[src/verilog/csc_cfg.svh]
/*
 file: offsets, field positions, reset values and codes for the status and core control words.
 assumes: included by the package and the design module by bare name.
*/
`ifndef CSC_CFG_SVH
`define CSC_CFG_SVH
`define CSC_ADDR_W 4
`define CSC_OFS_STATUS 4'h0
`define CSC_OFS_CORE 4'h1
`define CSC_OFS_EXT 4'h2
// status word bits
`define SW_OA 15
`define SW_OB 14
`define SW_SA 13
`define SW_SB 12
`define SW_OAB 11
`define SW_SAB 10
`define SW_DA 9
`define SW_DC 8
`define SW_IPL_HI 7
`define SW_IPL_LO 5
`define SW_RA 4
`define SW_N 3
`define SW_OV 2
`define SW_Z 1
`define SW_C 0
// core control bits
`define CC_VAR 15
`define CC_US_HI 13
`define CC_US_LO 12
`define CC_EDT 11
`define CC_DL_HI 10
`define CC_DL_LO 8
`define CC_ACCUM_A_CLIP_ENABLE 7
`define CC_ACCUM_B_CLIP_ENABLE 6
`define CC_MEM_WRITE_CLIP_ENABLE 5
`define CC_CLIP_WIDTH_MODE 4
`define CC_PRIORITY_LEVEL_MSB 3
`define CC_SFA 2
`define CC_RND 1
`define CC_IF 0
`define CC_RESET 16'h0020
`define CC_WR_MASK 16'hB0F3
`define IPL_ALL_ONES 3'h7
`define US_SIGNED 2'h0
`define US_UNSIGNED 2'h1
`define US_MIXED 2'h2
`define SW_ZERO 16'h0000
`define NIB_CARRY_BIT 4
`define BYTE_CARRY_BIT 8
`define BYTE_SIGN 7
`define WORD_SIGN 15
`endif

[src/verilog/csc_pkg.sv]
/*
 file: types for the status and core control bank.
 assumes: the cfg header defines the numbers.
*/
`include "csc_cfg.svh"
package csc_pkg;
   typedef logic [15:0] csc_word_t;
   typedef logic [1:0] csc_sign_t;
   typedef struct packed {
      logic [15:0] rdata;
      logic [15:0] status;
      logic [15:0] core;
      logic early_exit;
   } csc_state_s;
endpackage : csc_pkg

[src/verilog/csc_regs.sv]
/*
 file: status word and core control word with the flag update logic.
 assumes: a simple strobe register port, one clock, synchronous active high reset;
 the datapath delivers flag events and loop state as synchronous inputs.
*/
// Functional notes
// - accumulator overflow flags follow overflow state
// - clip flags are sticky until software clears
// - any-overflow is OR of overflow flags
// - any-clip is OR of sticky clip flags
// - clip flags written directly or via any-clip
// - loop active bits are read-only loop state
// - half carry from nibble or byte carry
// - priority level joins msb above low field
// - low priority field locked while nesting disabled
// - negative flag follows result sign
// - overflow flag on signed overflow
// - zero flag cleared by nonzero, set by zero result
// - carry flag from msb carry out
// - variable exception latency select bit
// - multiply sign mode field select
// - early exit write one pulses, reads zero
// - nesting depth field shows active loop count
// - saturation enables, write clip resets set
// - clip width mode selects super saturation
// - stack frame bit widens W14/W15 range
// - rounding mode bit selects biased rounding
// - integer or fractional multiply mode bit
// - carry bits act as inverted borrows on subtraction
`include "csc_cfg.svh"
module csc_regs (
   input wire logic mclk_in, // core clock
   input wire logic rst_in, // sync reset, high
   input wire logic clk_en_in, // freezes state when low
   input wire logic [`CSC_ADDR_W-1:0] addr_in, // register index
   input wire csc_pkg::csc_word_t wdata_in, // write data
   input wire logic wr_in, // write strobe
   input wire logic rd_in, // read strobe
   output csc_pkg::csc_word_t rdata_out, // read data, cycle after strobe
   input wire logic acc_a_ovf_in, // accumulator a overflowed
   input wire logic acc_b_ovf_in, // accumulator b overflowed
   input wire logic acc_a_sat_in, // accumulator a saturated
   input wire logic acc_b_sat_in, // accumulator b saturated
   input wire logic do_active_in, // do loop running
   input wire logic rep_active_in, // repeat loop running
   input wire logic [2:0] do_depth_in, // active do loop count
   input wire logic stack_frame_in, // stack frame active
   input wire logic alu_valid_in, // alu result strobe
   input wire logic alu_byte_in, // byte sized op
   input wire logic alu_sub_in, // subtraction
   input wire logic [16:0] alu_a_in, // operand a (bit16 unused zero)
   input wire logic [16:0] alu_b_in, // operand b
   input wire logic alu_upd_z_in, // op affects zero flag
   input wire logic nesting_disable_in, // lock priority field
   output logic [3:0] cpu_priority_level_out, // full priority level
   output logic user_irq_disable_out, // user interrupts blocked
   output logic flexible_exc_latency_out, // variable exception latency
   output csc_pkg::csc_sign_t multiply_sign_mode_out, // multiply signedness
   output logic early_loop_exit_out, // one cycle exit pulse
   output logic accum_a_clip_enable_out, // sat enable a
   output logic accum_b_clip_enable_out, // sat enable b
   output logic mem_write_clip_enable_out, // sat on data writes
   output logic clip_width_mode_out, // 9.31 when high
   output logic stack_frame_active_out, // full range W14/W15
   output logic rounding_mode_out, // biased when high
   output logic integer_fraction_mode_out // integer when high
);
   import csc_pkg::*;

   csc_state_s state_reg;
   csc_state_s state_next;

   // add or subtract at word width, borrow reported as carry out inverted
   function automatic logic [16:0] alu_sum(input logic [16:0] a, input logic [16:0] b,
                                           input logic sub);
      alu_sum = sub ? (a + {1'b0, ~b[15:0]} + 17'h00001) : (a + b);
   endfunction : alu_sum

   logic [16:0] sum;
   logic [4:0] nib_sum;
   logic [8:0] byte_sum;
   logic msb_carry;
   logic half_carry;
   logic res_neg;
   logic res_ovf;
   logic res_zero;
   logic sgn_a;
   logic sgn_b;
   logic sgn_r;
   logic sw_wr;
   logic cc_wr;

   // flag computation from the alu operands
   always_comb begin
      sum = alu_sum(alu_a_in, alu_b_in, alu_sub_in);
      nib_sum = {1'b0, alu_a_in[3:0]} + (alu_sub_in ? {1'b0, ~alu_b_in[3:0]} + 5'h01
                                                    : {1'b0, alu_b_in[3:0]});
      byte_sum = {1'b0, alu_a_in[7:0]} + (alu_sub_in ? {1'b0, ~alu_b_in[7:0]} + 9'h001
                                                     : {1'b0, alu_b_in[7:0]});
      // carry out means no borrow on subtraction
      half_carry = alu_byte_in ? nib_sum[`NIB_CARRY_BIT] : byte_sum[`BYTE_CARRY_BIT];
      msb_carry = alu_byte_in ? byte_sum[`BYTE_CARRY_BIT] : sum[16];
      sgn_a = alu_byte_in ? alu_a_in[`BYTE_SIGN] : alu_a_in[`WORD_SIGN];
      sgn_b = alu_byte_in ? alu_b_in[`BYTE_SIGN] : alu_b_in[`WORD_SIGN];
      sgn_r = alu_byte_in ? byte_sum[`BYTE_SIGN] : sum[`WORD_SIGN];
      res_neg = sgn_r;
      // sign changed against operands of matching effective sign
      res_ovf = ((sgn_a == (sgn_b ^ alu_sub_in)) && (sgn_r != sgn_a));
      res_zero = alu_byte_in ? (byte_sum[7:0] == 8'h00) : (sum[15:0] == 16'h0000);
   end

   // next state: writes first, hardware events override so no event is lost
   always_comb begin
      state_next = state_reg;
      sw_wr = wr_in && (addr_in == `CSC_OFS_STATUS);
      cc_wr = wr_in && (addr_in == `CSC_OFS_CORE);
      state_next.early_exit = 1'b0;
      if (sw_wr) begin
         state_next.status[`SW_OA] = wdata_in[`SW_OA];
         state_next.status[`SW_OB] = wdata_in[`SW_OB];
         state_next.status[`SW_SA] = wdata_in[`SW_SA];
         state_next.status[`SW_SB] = wdata_in[`SW_SB];
         if (!wdata_in[`SW_SAB]) begin
            // clearing the combined bit clears both sticky flags
            state_next.status[`SW_SA] = 1'b0;
            state_next.status[`SW_SB] = 1'b0;
         end
         state_next.status[`SW_DC] = wdata_in[`SW_DC];
         if (!nesting_disable_in) begin
            state_next.status[`SW_IPL_HI:`SW_IPL_LO] = wdata_in[`SW_IPL_HI:`SW_IPL_LO];
         end
         state_next.status[`SW_N:`SW_C] = wdata_in[`SW_N:`SW_C];
      end
      if (cc_wr) begin
         state_next.core = (state_reg.core & ~`CC_WR_MASK) | (wdata_in & `CC_WR_MASK);
         // priority msb is clear-only from software
         state_next.core[`CC_PRIORITY_LEVEL_MSB] = state_reg.core[`CC_PRIORITY_LEVEL_MSB] & wdata_in[`CC_PRIORITY_LEVEL_MSB];
         state_next.early_exit = wdata_in[`CC_EDT];
      end
      // overflow mirrors current accumulator state
      state_next.status[`SW_OA] = acc_a_ovf_in;
      state_next.status[`SW_OB] = acc_b_ovf_in;
      // sticky: set wins over a same-cycle clear
      if (acc_a_sat_in) state_next.status[`SW_SA] = 1'b1;
      if (acc_b_sat_in) state_next.status[`SW_SB] = 1'b1;
      state_next.status[`SW_OAB] = state_next.status[`SW_OA] | state_next.status[`SW_OB];
      state_next.status[`SW_SAB] = state_next.status[`SW_SA] | state_next.status[`SW_SB];
      state_next.status[`SW_DA] = do_active_in;
      state_next.status[`SW_RA] = rep_active_in;
      if (alu_valid_in) begin
         state_next.status[`SW_DC] = half_carry;
         state_next.status[`SW_N] = res_neg;
         state_next.status[`SW_OV] = res_ovf;
         state_next.status[`SW_C] = msb_carry;
         if (alu_upd_z_in && !res_zero) begin
            state_next.status[`SW_Z] = 1'b0;
         end else if (alu_upd_z_in) begin
            state_next.status[`SW_Z] = 1'b1;
         end
      end
      state_next.core[`CC_EDT] = 1'b0;
      state_next.core[`CC_DL_HI:`CC_DL_LO] = do_depth_in;
      state_next.core[`CC_SFA] = stack_frame_in;
      state_next.core[14] = 1'b0;
      // read data valid only in the cycle after the strobe
      state_next.rdata = `SW_ZERO;
      if (rd_in) begin
         unique case (addr_in)
            `CSC_OFS_STATUS: state_next.rdata = state_reg.status;
            `CSC_OFS_CORE: state_next.rdata = state_reg.core;
            default: state_next.rdata = `SW_ZERO;
         endcase
      end
   end

   // single register stage; clock enable freezes everything
   always_ff @(posedge mclk_in) begin
      if (rst_in) begin
         state_reg.rdata <= `SW_ZERO;
         state_reg.status <= `SW_ZERO;
         state_reg.core <= `CC_RESET;
         state_reg.early_exit <= 1'b0;
      end else if (clk_en_in) begin
         state_reg <= state_next;
      end
   end

   logic [3:0] prio_reg;
   logic udis_reg;
   // derived outputs registered from the next state so every output is a flop (in step with the state)
   always_ff @(posedge mclk_in) begin
      if (rst_in) begin
         prio_reg <= 4'h0;
         udis_reg <= 1'b0;
      end else if (clk_en_in) begin
         prio_reg <= {state_next.core[`CC_PRIORITY_LEVEL_MSB], state_next.status[`SW_IPL_HI:`SW_IPL_LO]};
         udis_reg <= state_next.core[`CC_PRIORITY_LEVEL_MSB] ||
                     (state_next.status[`SW_IPL_HI:`SW_IPL_LO] == `IPL_ALL_ONES);
      end
   end

   assign rdata_out = state_reg.rdata;
   assign cpu_priority_level_out = prio_reg;
   assign user_irq_disable_out = udis_reg;
   assign flexible_exc_latency_out = state_reg.core[`CC_VAR];
   assign multiply_sign_mode_out = state_reg.core[`CC_US_HI:`CC_US_LO];
   assign early_loop_exit_out = state_reg.early_exit;
   assign accum_a_clip_enable_out = state_reg.core[`CC_ACCUM_A_CLIP_ENABLE];
   assign accum_b_clip_enable_out = state_reg.core[`CC_ACCUM_B_CLIP_ENABLE];
   assign mem_write_clip_enable_out = state_reg.core[`CC_MEM_WRITE_CLIP_ENABLE];
   assign clip_width_mode_out = state_reg.core[`CC_CLIP_WIDTH_MODE];
   assign stack_frame_active_out = state_reg.core[`CC_SFA];
   assign rounding_mode_out = state_reg.core[`CC_RND];
   assign integer_fraction_mode_out = state_reg.core[`CC_IF];

   // checks
   a_sticky_clip: assert property (@(posedge mclk_in) disable iff (rst_in)
      clk_en_in && acc_a_sat_in |=> state_reg.status[`SW_SA]) else $error("clip a lost");
   a_any_ovf: assert property (@(posedge mclk_in) disable iff (rst_in)
      state_reg.status[`SW_OAB] == (state_reg.status[`SW_OA] | state_reg.status[`SW_OB]))
      else $error("oab mismatch");
   a_any_clip: assert property (@(posedge mclk_in) disable iff (rst_in)
      state_reg.status[`SW_SAB] == (state_reg.status[`SW_SA] | state_reg.status[`SW_SB]))
      else $error("sab mismatch");
   a_ipl_lock: assert property (@(posedge mclk_in) disable iff (rst_in)
      clk_en_in && nesting_disable_in && !$past(rst_in) |=>
      $stable(state_reg.status[`SW_IPL_HI:`SW_IPL_LO])) else $error("ipl written");
   a_edt_pulse: assert property (@(posedge mclk_in) disable iff (rst_in)
      early_loop_exit_out && clk_en_in && !(cc_wr && wdata_in[`CC_EDT]) |=>
      !early_loop_exit_out) else $error("edt long");
   a_edt_reads: assert property (@(posedge mclk_in) disable iff (rst_in)
      !state_reg.core[`CC_EDT]) else $error("edt reads one");
   a_zero_clear: assert property (@(posedge mclk_in) disable iff (rst_in)
      clk_en_in && alu_valid_in && alu_upd_z_in && !res_zero |=> !state_reg.status[`SW_Z])
      else $error("z not cleared");
   a_udis_prio: assert property (@(posedge mclk_in) disable iff (rst_in)
      user_irq_disable_out == (cpu_priority_level_out[3] ||
      cpu_priority_level_out[2:0] == `IPL_ALL_ONES)) else $error("udis wrong");
   a_ovf_follow: assert property (@(posedge mclk_in) disable iff (rst_in)
      clk_en_in ##1 1'b1 |-> state_reg.status[`SW_OA] == $past(acc_a_ovf_in))
      else $error("oa wrong");

   // loop state bits are plain mirrors of the sequencer, one cycle late
   a_do_mirror: assert property (@(posedge mclk_in) disable iff (rst_in)
      clk_en_in |=> state_reg.status[`SW_DA] == $past(do_active_in))
      else $error("do active wrong");

   a_rep_mirror: assert property (@(posedge mclk_in) disable iff (rst_in)
      clk_en_in |=> state_reg.status[`SW_RA] == $past(rep_active_in))
      else $error("repeat active wrong");

   // software can never leave a stale depth behind: hardware owns the field
   a_depth_mirror: assert property (@(posedge mclk_in) disable iff (rst_in)
      clk_en_in |=> state_reg.core[`CC_DL_HI:`CC_DL_LO] == $past(do_depth_in))
      else $error("depth wrong");

   a_frame_mirror: assert property (@(posedge mclk_in) disable iff (rst_in)
      clk_en_in |=> state_reg.core[`CC_SFA] == $past(stack_frame_in))
      else $error("frame bit wrong");

   // two word addends with both top bits set must carry out of the msb
   a_carry_set: assert property (@(posedge mclk_in) disable iff (rst_in)
      clk_en_in && alu_valid_in && !alu_sub_in && !alu_byte_in &&
      alu_a_in[`WORD_SIGN] && alu_b_in[`WORD_SIGN] |=> state_reg.status[`SW_C])
      else $error("carry missed");

   // low nibble 0xF plus one always carries into the upper nibble
   a_half_carry: assert property (@(posedge mclk_in) disable iff (rst_in)
      clk_en_in && alu_valid_in && !alu_sub_in && alu_byte_in &&
      alu_a_in[3:0] == 4'hF && alu_b_in[3:0] == 4'h1 |=> state_reg.status[`SW_DC])
      else $error("half carry missed");

   // negative flag tracks the sign of the word result
   a_neg_flag: assert property (@(posedge mclk_in) disable iff (rst_in)
      clk_en_in && alu_valid_in && !alu_byte_in |=>
      state_reg.status[`SW_N] == $past(sum[`WORD_SIGN]))
      else $error("negative wrong");

   // two positive word addends giving a negative sum is a signed overflow
   a_ovf_add: assert property (@(posedge mclk_in) disable iff (rst_in)
      clk_en_in && alu_valid_in && !alu_sub_in && !alu_byte_in &&
      !alu_a_in[`WORD_SIGN] && !alu_b_in[`WORD_SIGN] && sum[`WORD_SIGN] |=>
      state_reg.status[`SW_OV]) else $error("overflow missed");

   a_zero_set: assert property (@(posedge mclk_in) disable iff (rst_in)
      clk_en_in && alu_valid_in && alu_upd_z_in && res_zero |=> state_reg.status[`SW_Z])
      else $error("z not set");

   // clearing the combined bit drops both sticky flags unless a new event lands
   a_clip_clear: assert property (@(posedge mclk_in) disable iff (rst_in)
      clk_en_in && sw_wr && !wdata_in[`SW_SAB] && !acc_a_sat_in && !acc_b_sat_in |=>
      !state_reg.status[`SW_SA] && !state_reg.status[`SW_SB])
      else $error("clip not cleared");

   // nothing inside this bank may raise the priority msb
   a_msb_clear_only: assert property (@(posedge mclk_in) disable iff (rst_in)
      !state_reg.core[`CC_PRIORITY_LEVEL_MSB] |=> !state_reg.core[`CC_PRIORITY_LEVEL_MSB])
      else $error("priority msb set");

   // reset must leave data write saturation enabled and all else clear
   a_core_reset: assert property (@(posedge mclk_in)
      rst_in |=> state_reg.core == `CC_RESET) else $error("core reset wrong");

   // holes in the map read back as zero
   a_unmapped_rd: assert property (@(posedge mclk_in) disable iff (rst_in)
      clk_en_in && rd_in && addr_in != `CSC_OFS_STATUS && addr_in != `CSC_OFS_CORE |=>
      rdata_out == `SW_ZERO) else $error("unmapped read nonzero");

   c_alu_zero: cover property (@(posedge mclk_in) alu_valid_in && res_zero);
   c_ipl_lock: cover property (@(posedge mclk_in) nesting_disable_in && sw_wr);
   c_sat_set: cover property (@(posedge mclk_in) acc_a_sat_in ##1 state_reg.status[`SW_SA]);
   c_udis: cover property (@(posedge mclk_in) user_irq_disable_out);
endmodule : csc_regs

[config.mk]
export PLATFORM = sky130hd
export DESIGN_NAME = csc_regs
export DESIGN_NICKNAME = d
export VERILOG_FILES = /design/src/verilog/csc_pkg.sv /design/src/verilog/csc_regs.sv
export VERILOG_INCLUDE_DIRS = /design/src /design/src/verilog
export SDC_FILE = /design/constraint.sdc
export NUM_CORES = 1
export LEC_CHECK = 0
export ABC_CLOCK_PERIOD_IN_PS = 4600
export BUFFER_PORTS_ARGS = -buffer_cell sky130_fd_sc_hd__buf_2
export CAP_MARGIN = 25
export CORE_UTILIZATION = 45
export CTS_CLUSTER_SIZE = 8
export DETAILED_ROUTE_END_ITERATION = 8
export GPL_TIMING_DRIVEN = 0
export PLACE_DENSITY_LB_ADDON = 0.05
export REMOVE_ABC_BUFFERS = 1
export SYNTH_ARGS = -nofsm -noshare
export SYNTH_HDL_FRONTEND = slang
export SYNTH_SLANG_ARGS = --single-unit
[constraint.sdc]
create_clock -name mclk_in -period 4.6 [get_ports mclk_in]
set_input_delay 0.92 -clock mclk_in [delete_from_list [all_inputs] [get_ports mclk_in]]
set_output_delay 0.92 -clock mclk_in [all_outputs]
set_load 0.01 [all_outputs]
==> qor.yml <==
status: "finished, final reports clean"
synthCells: 628
ant_nets: 0
rsz0062_at_grt: "no"
synth_area_um2: 4770
die_width_um: 105
ys.flop_type: "dfxtp_1"
clkLatencyLatePin_ns: 0.31
grt_overflow: 0
dr.pass1.iters: 4
cellLeakagePower_nw: 2.37
synth-async-reset-ratio_pct: 0
hold_class: "reg2reg"
synth_top_area_share_pct: 20.1
diodes: 0
skew_ns: 0.00866
ctsHoldBuffers: 0
final_common_cell: "buf_2"
critPathKind: "in2reg"
yosysWarnings: 0
yosys.cell_types.count: 81
gp_congestion: 0.831
vias: 4550
io_buffers: 103
cp-end-kind: "flip-flop"
area_growth_pct: 10.7
ys_ff_latch: 48
grt_use_total_pct: 22.3
post-cts-setup-buffer-count: 0
drive_gt1_share_pct: 21.3
final_cell_mix: "buf_2 (103), nor2_1 (69), a21oi_1 (55)"
ir_drop_v: 0.000218
min_period_ns: 3.57
place_inst: 812
dieArea_um2: 11000
rows: 37
maxSlewViolCount: 0
yosysTopAreaCell: "dfxtp_1"
die_h_um: 105
routed_via_density: 5.55
routedWlPerCell_um: 15.1
post-dp-hpwl_um: 9380
grt_pass1_wl_um: 20000
setup_tns_ns: 0
p_per_area_nw_per_um2: 234
drt_iter0_drc: 197
cap_violations: 0
numCtsBuffers: 5
pin_count: 106
worst_pin_slew_ns: 0.977
max-slew-margin-rel_pct: 34.8
power.total_mw: 1.24
initial_core_util_pct: 46.2
avgSynthCellArea_um2: 7.60
drc: 0
root_buffer: "clkbuf_8"
crit_fanout: 50
fmax_mhz: 280
crit_required_ns: 4.80
finalSetupViolations: 0
cts.repair.resized: 0
finalCritPeriodShare_pct: 77.7
synth-edff-count: 0
hold_violations: 0
finalNonFillerCells: 820
core_area_um2: 10300
clockBufferDepth: 2
grt_pass1_vias: 4182
synth.yosys.seq_area_share_pct: 20.1
cp.arrival_ns: 3.78
grt_max_degree: 51
cts_num_sinks: 48
cts_tree: "yes"
h-tree-depth: 2
path_clk_slew_ns: 0.09
wl_um: 12400
layout.nets: 800
hold_slack_ns: 0.473
startpoint_type: "input pin"
synthTopCellsByArea: "dfxtp_1 (20%), ha_1 (11%), a21oi_1 (5.8%), nor2_1 (5.4%), nor2b_1 (3.7%)"
antenna_found_initial: 0
largest_reg_flops: 20
[logic make-up (layout without fill, tap and decap cells)]
family / count (synthesis) / count (layout) / share of synthesized area, %
AOI/OAI and AO/OA: 164 / 164 / 23.7
xor gates and xnor gates: 22 / 22 / 4.04
adders and majority gates: 43 / 43 / 11.4
buffers and inverters: 89 / 145 / 9.17
DFF: 48 / 48 / 20.1
muxes: 31 / 31 / 6.89
and+or+nand+nor: 231 / 231 / 24.7
[final timing paths]
| path | depth (start not counted) | start | endpoint | slack (ns) |
|---|---|---|---|---|
| worst min-delay path | 2 | integer_fraction_mode_out | integer_fraction_mode_out | 0.47 |
| worst max register to register | 8 | state_reg[18] | state_reg[18] | 2.20 |
| worst max-delay path | 12 | alu_sub_in | state_reg[18] | 1.03 |
| worst min register to register | 2 | integer_fraction_mode_out | integer_fraction_mode_out | 0.47 |
[stage by stage]
| stage | cell area (um2) | utilization (%) | setup slack [ns] |
|---|---|---|---|
| finish | 5290 | 51.2 | 1.03 |
| global route | 5290 | 51.2 | 0.787 |
| CTS | 5290 | 51.2 | 1.01 |
| detailed placement | 5150 | 49.9 | 0.686 |
| global placement | 5150 | 49.9 | 0.704 |
| floorplan | 4460 | - | 1.45 |
[metal layers]
metal	GRT usage, %	up-vias	wire length, um
li1	-	2332	-
met1	28.6	2087	5650
met5	0	-	0
met4	5.23	0	124
met2	39.4	122	6050
met3	2.81	9	554
[Yosys cell counts, types with 3 or more instances]
| library cell | instances |
|---|---|
| a21o_1 | 6 |
| a31oi_1 | 8 |
| and3_1 | 6 |
| a211oi_1 | 11 |
| nor4_1 | 9 |
| o2111a_1 | 3 |
| nand2_1 | 46 |
| o31ai_1 | 5 |
| a221oi_2 | 3 |
| a21oi_1 | 55 |
| nand3_1 | 17 |
| a21boi_0 | 3 |
| nor3_1 | 11 |
| nor3b_1 | 3 |
| inv_1 | 34 |
| or4_1 | 3 |
| xor2_1 | 6 |
| o21a_1 | 3 |
| buf_4 | 23 |
| mux2_2 | 15 |
| ha_1 | 42 |
| and2_1 | 6 |
| nand2b_1 | 6 |
| clkbuf_1 | 21 |
| nand4_1 | 5 |
| xnor2_1 | 16 |
| nor2_1 | 69 |
| buf_2 | 8 |
| nor2b_1 | 28 |
| o211ai_1 | 4 |
| nand3b_1 | 4 |
| mux2i_1 | 16 |
| dfxtp_1 | 48 |
| o2111ai_1 | 4 |
| o21ai_0 | 22 |
[critical path: stages]
cell and delay [ns]:
buf_2 0.62, nand2_1 0.14, xnor2_1 0.23, ha_1 0.29, a21o_1 0.18, a31oi_1 0.17
a21oi_1 0.11, or3_1 0.34, a21oi_1 0.28, nand4_1 0.13, a41o_1 0.27, o31ai_1 0.08
[where the power goes]
part,leakage [nW],switching (mW),internal (mW)
clock network,0.0687,0.151,0.219
logic,1.91,0.253,0.183
registers,0.390,0.00673,0.427
[layout make-up]
class	count	area [um2]
tap	136	170
timing repair buffer	103	515
sequential	48	961
inverter	34	128
fill	1019	5040
clock buffer	5	68.8
multi-input combinational	491	3370
clock inverter	3	68.8
Note: power is estimated with default switching activity, not from simulation.
